**config.mk**
```make
export PLATFORM = sky130hd
export DESIGN_NAME = lts_level_threshold
export DESIGN_NICKNAME = d
export VERILOG_FILES = /design/src/hw/lts_pkg.sv /design/src/hw/lts_integrator.sv /design/src/hw/lts_level_threshold.sv
export SDC_FILE = /design/constraint.sdc
export NUM_CORES = 1
export LEC_CHECK = 0
export ABC_AREA = 1
export BUFFER_PORTS_ARGS = -buffer_cell sky130_fd_sc_hd__buf_4
export CORE_ASPECT_RATIO = 0.6
export CORE_UTILIZATION = 45
export CTS_BUF_LIST = sky130_fd_sc_hd__clkbuf_8
export CTS_CLUSTER_SIZE = 25
export DETAILED_ROUTE_END_ITERATION = 8
export PLACE_DENSITY = 0.7
export SYNTH_ARGS = -nofsm -noshare
export SYNTH_HDL_FRONTEND = slang
export SYNTH_SLANG_ARGS = --single-unit
```
**constraint.sdc**
```tcl
create_clock -name sys_clk -period 6.3 [get_ports sys_clk]
set_input_delay 0.315 -clock sys_clk [delete_from_list [all_inputs] [get_ports sys_clk]]
set_output_delay 0.315 -clock sys_clk [all_outputs]
set_load 0.05 [all_outputs]
```
**src/hw/lts_pkg.sv**
```systemverilog
package lts_pkg;

	// Clock rate, used to turn times into cycle counts
	localparam int unsigned CLK_MHZ = 100;

	// Hard-wired decision points in burst counts
	localparam int unsigned LOWER_LEVEL_THRESHOLD = 250;
	localparam int unsigned UPPER_LEVEL_THRESHOLD = 150;
	localparam int unsigned HYST_COUNTS = 3;

	// Nominal slosh filter reaction time and burst repetition period
	localparam int unsigned SLOSH_TIME_MS = 15000;
	localparam int unsigned BURST_PERIOD_MS = 100;
	localparam int unsigned INTEG_LIMIT = SLOSH_TIME_MS / BURST_PERIOD_MS;

	// Health window before each burst, all pins released
	localparam int unsigned HEALTH_US = 350;
	localparam int unsigned HEALTH_CYC = HEALTH_US * CLK_MHZ;

	// Idle gap between the end of one burst and the next health window
	localparam int unsigned BURST_GAP_CYC = BURST_PERIOD_MS * 1000 * CLK_MHZ;

	// Average duration of one acquisition count, in ns
	localparam int unsigned COUNT_NS = 7000;
	localparam int unsigned COUNT_RANGE = 1024;
	localparam int unsigned BURST_MAX_CYC = (COUNT_RANGE * COUNT_NS) / (1000 / CLK_MHZ);

	// Register byte offsets
	localparam logic [3:0] REG_CTRL = 4'h0;
	localparam logic [3:0] REG_STATUS = 4'h4;
	localparam logic [3:0] REG_COUNT = 4'h8;
	localparam logic [3:0] REG_INTEG = 4'hC;

	// Field positions and reset values
	localparam int unsigned CTRL_RUN_BIT = 0;
	localparam logic CTRL_RUN_RST = 1'b1;
	localparam int unsigned ST_LOW_DET_BIT = 0;
	localparam int unsigned ST_HIGH_DET_BIT = 1;
	localparam int unsigned ST_LOW_ACT_BIT = 2;
	localparam int unsigned ST_HIGH_ACT_BIT = 3;
	localparam int unsigned ST_FILTER_BIT = 4;
	localparam int unsigned ST_POLARITY_BIT = 5;
	localparam int unsigned ST_HEALTH_BIT = 6;
	localparam int unsigned ST_TIMEOUT_BIT = 7;

	// AXI responses
	localparam logic [1:0] RESP_OKAY = 2'h0;
	localparam logic [1:0] RESP_SLVERR = 2'h2;

	// Measurement sequencer states
	typedef enum logic [1:0] {
		SEQ_GAP,
		SEQ_HEALTH,
		SEQ_BURST
	} lts_seq_t;

endpackage

```
**src/hw/lts_integrator.sv**
```systemverilog
`timescale 1ns/1ns

module lts_integrator #(
	parameter int unsigned INTEG_W = 16,
	parameter int unsigned LIMIT = lts_pkg::INTEG_LIMIT
) (
	// Clock and reset
	input wire logic sys_clk,
	input wire logic rst_n,
	// Decision input, one step per finished burst
	input wire logic step,
	input wire logic detect,
	input wire logic filterEn,
	// Filtered result
	output logic active,
	output logic [INTEG_W-1:0] count
);
	import lts_pkg::*;

	localparam logic [INTEG_W-1:0] LIM = INTEG_W'(LIMIT);

	logic [INTEG_W-1:0] cnt_r;
	logic [INTEG_W-1:0] cnt_nxt;
	logic held_r;
	logic held_nxt;
	logic atLimit;
	logic atZero;

	assign atLimit = (cnt_r >= LIM);
	assign atZero = (cnt_r == '0);

	// Saturating up/down count, moved only once per burst
	always_comb begin
		cnt_nxt = cnt_r;
		if (step && detect && !atLimit) begin
			cnt_nxt = cnt_r + INTEG_W'(1); // RULE1 RULE18
		end else if (step && !detect && !atZero) begin
			cnt_nxt = cnt_r - INTEG_W'(1); // RULE2 RULE18
		end
	end

	// Latch on at the limit, release only at zero; no timeout while held
	assign held_nxt = atLimit ? 1'b1 : (atZero ? 1'b0 : held_r); // RULE1 RULE3 RULE17

	always_ff @(posedge sys_clk or negedge rst_n) begin
		if (!rst_n) begin
			cnt_r <= '0;
			held_r <= 1'b0;
		end else begin
			cnt_r <= cnt_nxt;
			held_r <= held_nxt;
		end
	end

	// Counter keeps running when bypassed so a later enable starts from real history
	assign active = filterEn ? held_r : detect; // RULE6
	assign count = cnt_r;

endmodule

```
**src/hw/lts_level_threshold.sv**
```systemverilog
`timescale 1ns/1ns

// What this block does
// RULE1: Count up per detection; activate at limit.
// RULE2: Count down per non-detecting burst.
// RULE3: Active output stays until counter zero.
// RULE4: Limit sized for nominal fifteen-second reaction.
// RULE5: Separate counters for low and high outputs.
// RULE6: One strap enables or bypasses both filters.
// RULE7: Filter strap sampled continuously, live changes.
// RULE8: Fixed thresholds: lower 250, upper 150.
// RULE9: Count below threshold means detection.
// RULE10: Three-count hysteresis around each threshold.
// RULE11: One count lasts about seven microseconds.
// RULE12: Decisions use integer burst count only.
// RULE13: Threshold spread fixed, no adjustment input.
// RULE14: Single-point users read low output only.
// RULE15: Polarity strap selects active-low or active-high.
// RULE16: Both outputs released before every burst.
// RULE17: No timeout on an active output.
// RULE18: Integration counters saturate at zero and limit.

module lts_level_threshold #(
	parameter int unsigned COUNT_W = 10,
	parameter int unsigned INTEG_W = 16,
	parameter int unsigned INTEG_LIMIT = lts_pkg::INTEG_LIMIT,
	parameter int unsigned HEALTH_CYC = lts_pkg::HEALTH_CYC,
	parameter int unsigned BURST_GAP_CYC = lts_pkg::BURST_GAP_CYC,
	parameter int unsigned BURST_MAX_CYC = lts_pkg::BURST_MAX_CYC
) (
	// Clock and reset
	input wire logic sys_clk,
	input wire logic rst_n,
	// Acquisition front end
	output logic burstReq,
	input wire logic burstDone,
	input wire logic [COUNT_W-1:0] burstCount,
	// Straps
	input wire logic slosh_filter_strap,
	input wire logic output_polarity_strap,
	// Limit output pins
	output logic low_limit_output,
	output logic lowLimitOe,
	output logic high_limit_output,
	output logic highLimitOe,
	// AXI4-Lite write address
	input wire logic s_axi_awvalid,
	output logic s_axi_awready,
	input wire logic [3:0] s_axi_awaddr,
	// AXI4-Lite write data
	input wire logic s_axi_wvalid,
	output logic s_axi_wready,
	input wire logic [31:0] s_axi_wdata,
	input wire logic [3:0] s_axi_wstrb,
	// AXI4-Lite write response
	output logic s_axi_bvalid,
	input wire logic s_axi_bready,
	output logic [1:0] s_axi_bresp,
	// AXI4-Lite read address
	input wire logic s_axi_arvalid,
	output logic s_axi_arready,
	input wire logic [3:0] s_axi_araddr,
	// AXI4-Lite read data
	output logic s_axi_rvalid,
	input wire logic s_axi_rready,
	output logic [31:0] s_axi_rdata,
	output logic [1:0] s_axi_rresp
);
	import lts_pkg::*;

	// Thresholds are fixed constants, so the spread between them is too
	localparam logic [COUNT_W-1:0] LOW_TH = COUNT_W'(LOWER_LEVEL_THRESHOLD); // RULE8 RULE13
	localparam logic [COUNT_W-1:0] HIGH_TH = COUNT_W'(UPPER_LEVEL_THRESHOLD); // RULE8 RULE13
	localparam logic [COUNT_W-1:0] HYST = COUNT_W'(HYST_COUNTS);

	// Strap sampling
	logic filterStrap_r;
	logic polarityStrap_r;
	// Re-read every clock so strap changes act without any restart
	always_ff @(posedge sys_clk or negedge rst_n) begin
		if (!rst_n) begin
			filterStrap_r <= 1'b0;
			polarityStrap_r <= 1'b0;
		end else begin
			filterStrap_r <= slosh_filter_strap; // RULE7
			polarityStrap_r <= output_polarity_strap;
		end
	end

	// Measurement sequencer: gap, health window, burst
	lts_seq_t seq_r;
	lts_seq_t seq_nxt;
	logic [31:0] timer_r;
	logic [31:0] timer_nxt;
	logic run_r;
	logic gapDone;
	logic healthDone;
	logic burstTimeout;
	logic burstTaken;
	logic timeout_r;

	assign gapDone = (timer_r >= 32'(BURST_GAP_CYC - 1));
	assign healthDone = (timer_r >= 32'(HEALTH_CYC - 1));
	// Longest legal burst is the full count range at the per-count time
	assign burstTimeout = (timer_r >= 32'(BURST_MAX_CYC - 1)); // RULE11
	assign burstTaken = (seq_r == SEQ_BURST) && burstDone;

	// Next state and timer
	always_comb begin
		seq_nxt = seq_r;
		timer_nxt = timer_r + 32'h00000001;
		unique case (seq_r)
			SEQ_GAP: begin
				if (!run_r) begin
					timer_nxt = 32'h00000000;
				end else if (gapDone) begin
					seq_nxt = SEQ_HEALTH;
					timer_nxt = 32'h00000000;
				end
			end
			SEQ_HEALTH: begin
				if (healthDone) begin
					seq_nxt = SEQ_BURST; // RULE16
					timer_nxt = 32'h00000000;
				end
			end
			SEQ_BURST: begin
				if (burstDone || burstTimeout) begin
					seq_nxt = SEQ_GAP;
					timer_nxt = 32'h00000000;
				end
			end
		endcase
	end

	always_ff @(posedge sys_clk or negedge rst_n) begin
		if (!rst_n) begin
			seq_r <= SEQ_GAP;
			timer_r <= 32'h00000000;
		end else begin
			seq_r <= seq_nxt;
			timer_r <= timer_nxt;
		end
	end

	// Burst request is a single pulse on leaving the health window
	assign burstReq = (seq_r == SEQ_HEALTH) && healthDone;

	// Sticky note that a burst never finished; cleared by the next good one
	always_ff @(posedge sys_clk or negedge rst_n) begin
		if (!rst_n) begin
			timeout_r <= 1'b0;
		end else if (seq_r == SEQ_BURST && burstTimeout && !burstDone) begin
			timeout_r <= 1'b1;
		end else if (burstTaken) begin
			timeout_r <= 1'b0;
		end
	end

	// Threshold decisions with hysteresis
	logic [COUNT_W-1:0] lastCount_r;
	logic lowDet_r;
	logic highDet_r;
	logic lowDet_nxt;
	logic highDet_nxt;

	// Lower count means more electrode load, so below the point is a detection.
	// Set below the point, clear only once at or above point plus hysteresis.
	assign lowDet_nxt = lowDet_r ? (burstCount < LOW_TH + HYST) : (burstCount < LOW_TH); // RULE9 RULE10 RULE12
	assign highDet_nxt = highDet_r ? (burstCount < HIGH_TH + HYST) : (burstCount < HIGH_TH); // RULE9 RULE10 RULE12

	// Decisions change only on a finished burst, never on time
	always_ff @(posedge sys_clk or negedge rst_n) begin
		if (!rst_n) begin
			lastCount_r <= '0;
			lowDet_r <= 1'b0;
			highDet_r <= 1'b0;
		end else if (burstTaken) begin
			lastCount_r <= burstCount;
			lowDet_r <= lowDet_nxt;
			highDet_r <= highDet_nxt;
		end
	end

	// Integrators step one cycle after the decision register updates
	logic step_r;
	always_ff @(posedge sys_clk or negedge rst_n) begin
		if (!rst_n) begin
			step_r <= 1'b0;
		end else begin
			step_r <= burstTaken;
		end
	end

	// Independent slosh filters, one per output
	logic lowActive;
	logic highActive;
	logic [INTEG_W-1:0] lowInteg;
	logic [INTEG_W-1:0] highInteg;

	// Limit in bursts sets the nominal reaction time at the burst period
	lts_integrator #(
		.INTEG_W(INTEG_W),
		.LIMIT(INTEG_LIMIT) // RULE4
	) u_lowFilter (
		.sys_clk(sys_clk),
		.rst_n(rst_n),
		.step(step_r),
		.detect(lowDet_r),
		.filterEn(filterStrap_r), // RULE6
		.active(lowActive),
		.count(lowInteg)
	); // RULE5

	lts_integrator #(
		.INTEG_W(INTEG_W),
		.LIMIT(INTEG_LIMIT) // RULE4
	) u_highFilter (
		.sys_clk(sys_clk),
		.rst_n(rst_n),
		.step(step_r),
		.detect(highDet_r),
		.filterEn(filterStrap_r), // RULE6
		.active(highActive),
		.count(highInteg)
	); // RULE5

	// Output pins: polarity and health window
	logic lowPin_r;
	logic highPin_r;
	logic pinOe_r;

	// Pins are registered so strap or decision changes never glitch them
	always_ff @(posedge sys_clk or negedge rst_n) begin
		if (!rst_n) begin
			lowPin_r <= 1'b0;
			highPin_r <= 1'b0;
			pinOe_r <= 1'b0;
		end else begin
			lowPin_r <= polarityStrap_r ? lowActive : !lowActive; // RULE15
			highPin_r <= polarityStrap_r ? highActive : !highActive; // RULE15
			pinOe_r <= (seq_nxt != SEQ_HEALTH); // RULE16
		end
	end

	assign low_limit_output = lowPin_r;
	assign high_limit_output = highPin_r;
	assign lowLimitOe = pinOe_r;
	assign highLimitOe = pinOe_r;

	// AXI4-Lite write path
	logic awHeld_r;
	logic wHeld_r;
	logic [3:0] awAddr_r;
	logic [31:0] wData_r;
	logic [3:0] wStrb_r;
	logic bValid_r;
	logic [1:0] bResp_r;
	logic awFire;
	logic wFire;
	logic doWrite;
	logic wrCtrl;

	// Address and data may arrive in either order; each is held until both are here
	assign s_axi_awready = !awHeld_r && !bValid_r;
	assign s_axi_wready = !wHeld_r && !bValid_r;
	assign awFire = s_axi_awvalid && s_axi_awready;
	assign wFire = s_axi_wvalid && s_axi_wready;
	assign doWrite = awHeld_r && wHeld_r && !bValid_r;
	assign wrCtrl = doWrite && (awAddr_r == REG_CTRL);

	always_ff @(posedge sys_clk or negedge rst_n) begin
		if (!rst_n) begin
			awHeld_r <= 1'b0;
			wHeld_r <= 1'b0;
			awAddr_r <= 4'h0;
			wData_r <= 32'h00000000;
			wStrb_r <= 4'h0;
		end else begin
			if (awFire) begin
				awHeld_r <= 1'b1;
				awAddr_r <= s_axi_awaddr;
			end else if (doWrite) begin
				awHeld_r <= 1'b0;
			end
			if (wFire) begin
				wHeld_r <= 1'b1;
				wData_r <= s_axi_wdata;
				wStrb_r <= s_axi_wstrb;
			end else if (doWrite) begin
				wHeld_r <= 1'b0;
			end
		end
	end

	// Response: only the control word is writable, everything else errors
	always_ff @(posedge sys_clk or negedge rst_n) begin
		if (!rst_n) begin
			bValid_r <= 1'b0;
			bResp_r <= RESP_OKAY;
		end else if (doWrite) begin
			bValid_r <= 1'b1;
			bResp_r <= (awAddr_r == REG_CTRL) ? RESP_OKAY : RESP_SLVERR;
		end else if (s_axi_bready) begin
			bValid_r <= 1'b0;
		end
	end

	assign s_axi_bvalid = bValid_r;
	assign s_axi_bresp = bResp_r;

	// Run bit gates new bursts; an ongoing burst always completes
	always_ff @(posedge sys_clk or negedge rst_n) begin
		if (!rst_n) begin
			run_r <= CTRL_RUN_RST;
		end else if (wrCtrl && wStrb_r[0]) begin
			run_r <= wData_r[CTRL_RUN_BIT];
		end
	end

	// AXI4-Lite read path
	logic rValid_r;
	logic [31:0] rData_r;
	logic [1:0] rResp_r;
	logic arFire;
	logic [31:0] statusWord;
	logic [31:0] ctrlWord;
	logic [31:0] countWord;
	logic [31:0] integWord;
	logic [31:0] rdMux;
	logic rdHit;

	assign s_axi_arready = !rValid_r;
	assign arFire = s_axi_arvalid && s_axi_arready;

	// Read words; unused bits read as zero
	assign ctrlWord = {31'h00000000, run_r};
	assign statusWord = {24'h000000, timeout_r, !pinOe_r, polarityStrap_r, filterStrap_r,
		highActive, lowActive, highDet_r, lowDet_r};
	assign countWord = 32'(lastCount_r);
	assign integWord = {16'(highInteg), 16'(lowInteg)};

	assign rdHit = (s_axi_araddr == REG_CTRL) || (s_axi_araddr == REG_STATUS) ||
		(s_axi_araddr == REG_COUNT) || (s_axi_araddr == REG_INTEG);
	assign rdMux = (s_axi_araddr == REG_CTRL) ? ctrlWord :
		(s_axi_araddr == REG_STATUS) ? statusWord :
		(s_axi_araddr == REG_COUNT) ? countWord :
		(s_axi_araddr == REG_INTEG) ? integWord : 32'h00000000;

	// Data is captured at the address handshake and held until taken
	always_ff @(posedge sys_clk or negedge rst_n) begin
		if (!rst_n) begin
			rValid_r <= 1'b0;
			rData_r <= 32'h00000000;
			rResp_r <= RESP_OKAY;
		end else if (arFire) begin
			rValid_r <= 1'b1;
			rData_r <= rdMux;
			rResp_r <= rdHit ? RESP_OKAY : RESP_SLVERR;
		end else if (s_axi_rready) begin
			rValid_r <= 1'b0;
		end
	end

	assign s_axi_rvalid = rValid_r;
	assign s_axi_rdata = rData_r;
	assign s_axi_rresp = rResp_r;

endmodule

```
# Word level (Yosys, flattened, before mapping)
# Index checks and enable logic that the tools add are counted.
[classes]
addsub = 5
n_lt_le_gt_ge = 9
n_eq_ne = 6
mux = 39
n_reduce_logical = 53
[ops]
columns = ["operator", "count"]
rows = [
  ["32-bit 2-to-1 mux", 8],
  ["32-bit one-hot mux with 3 select lines", 1],
  ["16-bit 2-to-1 mux", 4],
  ["10-bit by 8-bit < comparator with 1-bit output (second input constant)", 4],
  ["16-bit by 1-bit adder with 16-bit output (second input constant)", 2],
  ["32-bit by 1-bit adder with 32-bit output (second input constant)", 1],
  ["16-bit by 8-bit >= comparator with 1-bit output (second input constant)", 2],
  ["32-bit by 16-bit >= comparator with 1-bit output (second input constant)", 1],
  ["32-bit by 20-bit >= comparator with 1-bit output (second input constant)", 1],
  ["32-bit by 24-bit >= comparator with 1-bit output (second input constant)", 1],
  ["16-bit zero test", 2],
  ["16-bit by 1-bit subtractor with 16-bit output (second input constant)", 2],
  ["1-bit logical AND", 21],
  ["1-bit 2-to-1 mux", 19],
  ["2-bit nonzero test", 9],
  ["1-bit zero test", 14],
  ["2-bit 2-to-1 mux", 6],
  ["4-bit == test (second input constant)", 2],
  ["4-bit zero test", 2],
  ["2-bit one-hot mux with 3 select lines", 1],
  ["4-bit by 3-bit == test with 1-bit output (second input constant)", 1],
  ["1-bit logical OR", 4],
  ["2-bit by 1-bit == test with 1-bit output (second input constant)", 1],
  ["2-bit == test (second input constant)", 1],
  ["2 further kinds", 2],
]
[totals]
regBits = 134
output_inout_bits = 46
word_cells = 139

# Longest topological paths before layout
# Gate-level depths: netlist (run 1).
[depth]
ltp_word = 5
mapped_depth = 18

# Modules after synthesis
# Synthesis (run 1) repeated with hierarchy kept, for this count alone.
[hier_totals]
cells_unflattened = 1093
area_unflattened_um2 = 8211.6
[by_module_without_submodules]
columns = ["mod", "n_inst", "cells_each", "area_each_um2", "seq_area_each_um2"]
rows = [
  ["lts_level_threshold", 1, 569, 4688.2, 2453.6],
  ["lts_integrator", 2, 262, 1761.7, 425.4],
]

# Worst setup path after synthesis (run 1)
# OpenSTA, ideal clock, no wires.
[synth_path]
kind = "reg-to-reg"
start = "register u_highFilter.cnt_r[9], in the netlist u_highFilter.count[9]"
end = "register u_highFilter.cnt_r[14], in the netlist u_highFilter.count[14]"
setup_time_ns = 0.083
t_arrival_ns = 2.483
setup_slack_ns = 3.734
stages_incl_launch_ff = 15
synth_period_minus_slack_ns = 2.566
path_cell_list = "dfrtp_1 inv_1 nand4_1 nor2_1 inv_1 nor2_1 nand3_2 ha_1 a21oi_1 nand2_1 a21boi_0 o21ai_0 nand2_1 nand3_1 o21ai_0"
[synth_via]
elab_chain_cells = 4
elab_cells_between_ends = 11
classes_between = "2 x add/sub; 1 x order compare; 2 x mux; 6 x reduce/logical"
[synth_rtl]
columns = ["item", "line", "source"]
rows = [
  ["from (decl)", "lts_integrator.sv:22", "logic [INTEG_W-1:0] cnt_r;"],
  ["from (signal assigned)", "lts_integrator.sv:50", "cnt_r <= cnt_nxt;"],
  ["16-bit by 8-bit >= comparator with 1-bit output or 16-bit zero test (tied branches)", "lts_integrator.sv:29, lts_integrator.sv:30", ""],
  ["1-bit zero test, on equally long branches", "lts_integrator.sv:35, lts_integrator.sv:37", ""],
  ["1-bit logical AND, on equally long branches", "lts_integrator.sv:35, lts_integrator.sv:37", ""],
  ["16-bit 2-to-1 mux or 2-bit nonzero test (tied branches)", "-", ""],
]
# Several ways; a longest one is shown, not always the timed one. The select of a mux whose other input is x is not followed.
# A chain may end at the register's enable or synchronous reset.

# Worst setup path after layout (run 1)
# Ends and elaborated chain as after synthesis.

==> reports/qor.yml, run 1 <==
outcome: "finished clean"
vdd_drop_max_mv: 0.3155
drv_slew: 0
seq_area_frac_synth: 0.4369
die_w_um: 169.4
fin_crit_ns: 3.383
crit_path_end_kind: "flop"
area_growth_syn_to_layout_pct: 16.99
powerDensity_mw_per_mm2: 436.0
die_h_um: 102.4
grt_pass1_vias: 5925
cts_buffer_depth: 2
critPathLaunch: "u_highFilter.count[9]"
hold_end: "s_axi_bvalid"
yosys.area.top_type: "dfrtp_1"
ys.flop_type: "dfrtp_1"
synth_fa_ha_area_frac: 0.05988
synth_xor_area_frac: 0.04632
wl_met3_mm: 1.313
fp-row-count: 36
cts.sinks: 132
grt_antenna_before_repair: 1
worst-setup-path-type: "reg2reg"
grt_use_total: 0.2282
synth.most_common_cell: "nand2_1"
core_mm2: 0.01635
dr.max_layer_used: "met4"
cts_buffers: 17
hp-class: "in2reg"
grt_max_degree: 79
rsz0062_at_grt: "false"
synth_top_area_frac: 0.4334
synth.area.top_cells: "dfrtp_1, nand2_1, inv_1"
synth-simple-area-share: 0.2513
maxCapViolCount: 0
tritoncts: "done"
post_drt_wl_per_cell_um: 14.37
ioPinCount: 110
grt-ovfl-total: 0
synth_warnings: 0
dr.pass1.iters: 5
hold_start: "s_axi_bready"
r2r_start: "u_highFilter.count[9]"
synth_mux_area_frac: 0.007444
drt-initial-drc-count: 637
p_leak_nw: 4.398
via_per_inst: 5.136
min_path_cells: 2
netlist_instances: 974
synth_top_family_by_area: "simple AND/OR/NAND/NOR gates"
nets: 1160
die_area_mm2: 0.01735
finalSetupTns_ns: 0
synth-compound-area-share: 0.1178
drive_gt1_frac: 0.1201
crit_buf_inv: 2
ys_ff_latch: 132
dpl.hpwl_mm: 13.68
crit_chain: "inv_1, nand4_1, nor2_1, inv_1, nor2_1, nand3_2, ha_1, a21oi_1, nand2_1, a21boi_0, o21ai_0, nand2_1, nand3_1, o21ai_0"
r2r-end: "u_highFilter.count[14]"
hold_viol: 0
vias: 6692
slowest_delay_ns: 0.53
post_cts_buffers: 0
synth.avg_cell_area_um2: 7.765
path_max_fanout: 19
synth_common_cells: "nand2_1, dfrtp_1, inv_1, nor2_1, o21ai_0"
drc: 0
clock.fmax_ghz: 0.2956
critPathLaunchType: "flop"
initial_utilization: 0.4626
fin_skew_ns: 0.01789
port_buffers: 73
setup_viol: 0
wl_met1_mm: 10.09
worstPathArrival_ns: 3.74
worstMarginPinSlew_ns: 0.9742
cpMaxStageDelayCell: "ha_1"
syn_area_mm2: 0.007564
cts_htree_levels: 4
synth_cell_types: 43
clockRootBuffer: "clkbuf_8"
period_share: 0.5370
grt_pass1_wl_mm: 30.83
clock_latency_ns: 0.44
synth_edf_count: 0
place_congestion: 0.9327
dr_wl_met2_mm: 7.121
ant_nets: 0
r2r_cells: 14
synth-async-reset-ratio: 1.000
rrSetupSlack_ns: 2.92
fillers: 1542
final_util: 0.5412
relSlewSlack: 0.3505
critPathRequiredTime_ns: 6.66
wl_mm: 18.73
crit_family: "simple AND/OR/NAND/NOR gates"
clk_pin_slew_ns: 0.09
per-layer routing:
layer / global-route usage / vias to the layer above
li1: - / 3323
met1: 0.3714 / 3120
met2: 0.2979 / 228
met3: 0.04764 / 21
met4: 0.05475 / 0
met5: 0 / -
placed cells by master, fill, tap and decap left out, drive strengths merged, types with 2 or more instances in the layout:
cell,n
nand3b,4
o21bai,4
dfrtp,131
nand2,236
xor2,28
fa,2
a21oi,45
o211ai,2
nor2,111
nand3,57
clkbuf,17
o22ai,11
mux2,5
bufinv,6
ha,33
conb,10
dlygate4sd3,3
o21ai,91
inv,133
nand4,21
xnor2,12
nor4,2
buf,74
clkinv,5
a21o,5
nor3,14
a31oi,3
clkinvlp,2
logic make-up after synthesis:
family | Yosys count
flip-flops | 132
AO/OA/AOI/OAI | 166
adder cells (fa/ha/maj) | 35
other | 1
AND/OR/NAND/NOR | 446
multiplexers | 5
buffers and inverters | 149
XOR/XNOR | 40
power by group:
part           total (mW)  internal (mW)  switching, mW
combinational        1.79          0.621           1.16
clock               0.884          0.516          0.368
sequential           1.19           1.05          0.141
total                3.86           2.18           1.67
final cells by class:
class	instances	area (µm²)	area share
Antenna cell	1	2.502	0.0002828
Sequential cell	132	3304	0.3734
Clock buffer	17	234.0	0.02644
Timing Repair Buffer	77	589.3	0.06660
Tap cell	228	285.3	0.03224
Multi-Input combinational cell	702	3689	0.4169
Clock inverter	15	252.7	0.02856
Inverter	131	491.7	0.05557
how the worst max path moves through the flow:
stage | endpoint | cells past startpoint
floorplan | u_highFilter.count[14] | 14
global placement | u_highFilter.count[14] | 14
detailed placement | u_highFilter.count[14] | 14
CTS | u_highFilter.count[14] | 14
global route | u_highFilter.count[14] | 14
finish | u_highFilter.count[14] | 14
through the flow:
stage	std cells	power (mW)	hold WS, ns	instance area [µm²]	setup slack [ns]
after floorplan	983	2.528	0.01941	7597	3.734
after global placement	1267	2.909	0.3108	8329	3.061
after detailed placement	1267	2.938	0.3145	8329	2.988
after CTS	1302	3.844	0.01539	8846	2.964
after global routing	1303	4.154	0.01455	8848	2.503
final	1303	3.858	0.03946	8848	2.917
sequential cells by signal, summed over array words and instances (netlist names), 2 cells and up:
register            count
s_axi_rdata            32
timer_r                32
u_highFilter.count     16
u_lowFilter.count      16
lastCount_r            10
awAddr_r                4
seq_r                   2
what timing repair did:
action	4_1_cts	5_1_grt
endpoints found under the hold margin	56	0
hold buffers	3	0
endpoints found under the setup margin	0	0
gates resized for setup	0	0
Note: power is estimated with default switching activity, not from simulation.
==> inputs of run 2 (changes only) <==
PLACE_DENSITY = 0.73   (was 0.7)
clock period = 2.7 ns   (was 6.3 ns; I/O delays follow)
==> run 2 against run 1 <==
- wire length increased by 6.7%
- via count increased by 5.6%
- combinational power increased to 2.9 times the previous value
- core utilization increased by 5.4 points
- worst hold slack improved by 0.028 ns
- global-route usage about the same
- fmax increased by 27%
- first-iteration DRC count decreased by 12%
- worst setup slack got worse by 2.9 ns
- clock skew decreased by 0.0036 ns
- total power increased to 2.5 times the previous value
- non-clock buffer count increased by 71
- largest power group unchanged
- highest routed layer unchanged
==> reports/qor.yml, run 2 (synthesis results as in run 1) <==
p_int_mw: 5.318
hold_viol: 0
worst-setup-path-type: "reg2reg"
die_h_um: 102.4
dpl.hpwl_mm: 13.88
port_buffers: 73
area_growth_syn_to_layout_pct: 28.64
cts_buffers: 17
p_leak_nw: 4.739
layout_common_cells: "nand2_1, dfrtp_1, inv_1"
initial_utilization: 0.4626
fillers: 1448
fin_crit_ns: 2.666
wl_mm: 19.99
regArea_mm2: 0.003304
ant_nets: 0
ioPinCount: 110
clock_latency_ns: 0.44
dp.cells: 1302
setup_viol: 0
drc: 0
cts_buffer_depth: 2
powerDensity_mw_per_mm2: 998.7
grt_use_total: 0.2283
die_w_um: 169.4
fp-row-count: 36
drv_slew: 0
place_congestion: 0.9081
tritoncts: "done"
maxCapViolCount: 0
worstPathArrival_ns: 3.04
critPathLaunchType: "flop"
core_mm2: 0.01635
via_per_inst: 5.143
period_share: 0.9874
hp-class: "in2reg"
nets: 1231
preCtsSetupSlack_ns: 0.06851
outcome: "finished clean"
grt-ovfl-total: 0
path_max_fanout: 5
grt_pass1_vias: 6272
netSwitchingPower_mw: 4.399
clock_power_share: 0.171
cts_htree_levels: 4
setup_slack_ns: 0.03405
drt-initial-drc-count: 558
rrSetupSlack_ns: 0.03
relSlewSlack: 0.5005
multiInputGateArea_mm2: 0.004020
drive_gt1_frac: 0.2070
worstMarginPinSlew_ns: 0.7492
fin_skew_ns: 0.01430
clockRootBuffer: "clkbuf_8"
finalNonFillerCells: 1374
vias: 7066
grt_max_degree: 83
clk_pin_slew_ns: 0.08
die_area_mm2: 0.01735
vdd_drop_max_mv: 0.6623
dr.pass1.iters: 5
crit_path_end_kind: "flop"
critPathRequiredTime_ns: 3.08
clock.fmax_ghz: 0.3751
comb_power_share: 0.541
grt_pass1_wl_mm: 30.93
switching_share: 0.4527
grt_antenna_before_repair: 1
p_seq_frac: 0.288
cts.sinks: 132
post_drt_wl_per_cell_um: 14.55
final_common_cell: "nand2_1"
==> run 2: worst max-delay path: stages (launching register included) <==
cell and delay [ns]:
dfrtp_1 0.41, inv_2 0.07, nand4_1 0.15, nor2_2 0.15, inv_1 0.09, nor2_4 0.12
nand3_4 0.14, clkbuf_16 0.21, ha_1 0.27, nand3_1 0.08, nand2_1 0.10, a21o_1 0.22
a21oi_1 0.23, xnor2_1 0.17, nand2_1 0.09, nand2_1 0.09
==> run 2: power groups by stage <==
| stage | sequential (mW) | clock, mW | combinational (mW) |
|---|---|---|---|
| final | 2.79 | 1.67 | 5.26 |
| after global routing | 2.85 | 1.77 | 5.78 |
| after CTS | 2.77 | 1.69 | 4.48 |
| after detailed placement | 2.80 | 0 | 4.43 |
| after global placement | 2.79 | 0 | 4.35 |
| after floorplan | 2.94 | 0 | 2.96 |
==> run 2: path summary, 6_finish.rpt <==
| path | from | endpoint | depth (start not counted) |
|---|---|---|---|
| worst max register to register | u_highFilter.count[12] | u_highFilter.count[9] | 15 |
| worst min register to register | timer_r[0] | timer_r[0] | 1 |
| min in group asynchronous | rst_n | s_axi_rdata[7] | 2 |
| worst min-delay path | s_axi_araddr[0] | s_axi_rresp[1] | 3 |
| worst max-delay path | u_highFilter.count[12] | u_highFilter.count[9] | 15 |
| max in group asynchronous | rst_n | u_highFilter.count[9] | 3 |
==> run 2: area by class of cell <==
cell class | count | area share
tap | 228 | 0.02932
multi-input combinational | 702 | 0.4132
sequential | 132 | 0.3396
inverter | 131 | 0.05080
antenna | 1 | 0.0002572
clock inverter | 14 | 0.01453
timing repair buffer | 148 | 0.1268
clock buffer | 18 | 0.02546
==> run 2: metal layers <==
layer	track usage	vias to the layer above	part of all wire
li1	-	3478	-
met1	0.3430	3303	0.48
met2	0.3365	253	0.43
met3	0.05035	32	0.074
met4	0.04782	0	0.014
met5	0	-	0
==> run 2: stage by stage <==
step	power [mW]	cell area, µm²	setup TNS, ns	utilization	hold WS [ns]
2_1_floorplan	5.900	7597	0	-	-0.1606
3_3_place_gp	7.137	8617	0	0.5270	0.2461
3_5_place_dp	7.226	8617	0	0.5270	0.2448
4_1_cts	8.937	9226	0	0.5643	0.04829
5_1_grt	10.40	9727	-0.7164	0.5949	0.03486
6_report	9.717	9729	0	0.5950	0.06750
==> run 2: repair_timing <==
action / in CTS / in global routing
hold buffers: 22 / 0
setup endpoints to repair: 0 / 22
endpoints found under the hold margin: 103 / 0
resized for setup: 0 / 74
setup buffers: 0 / 14
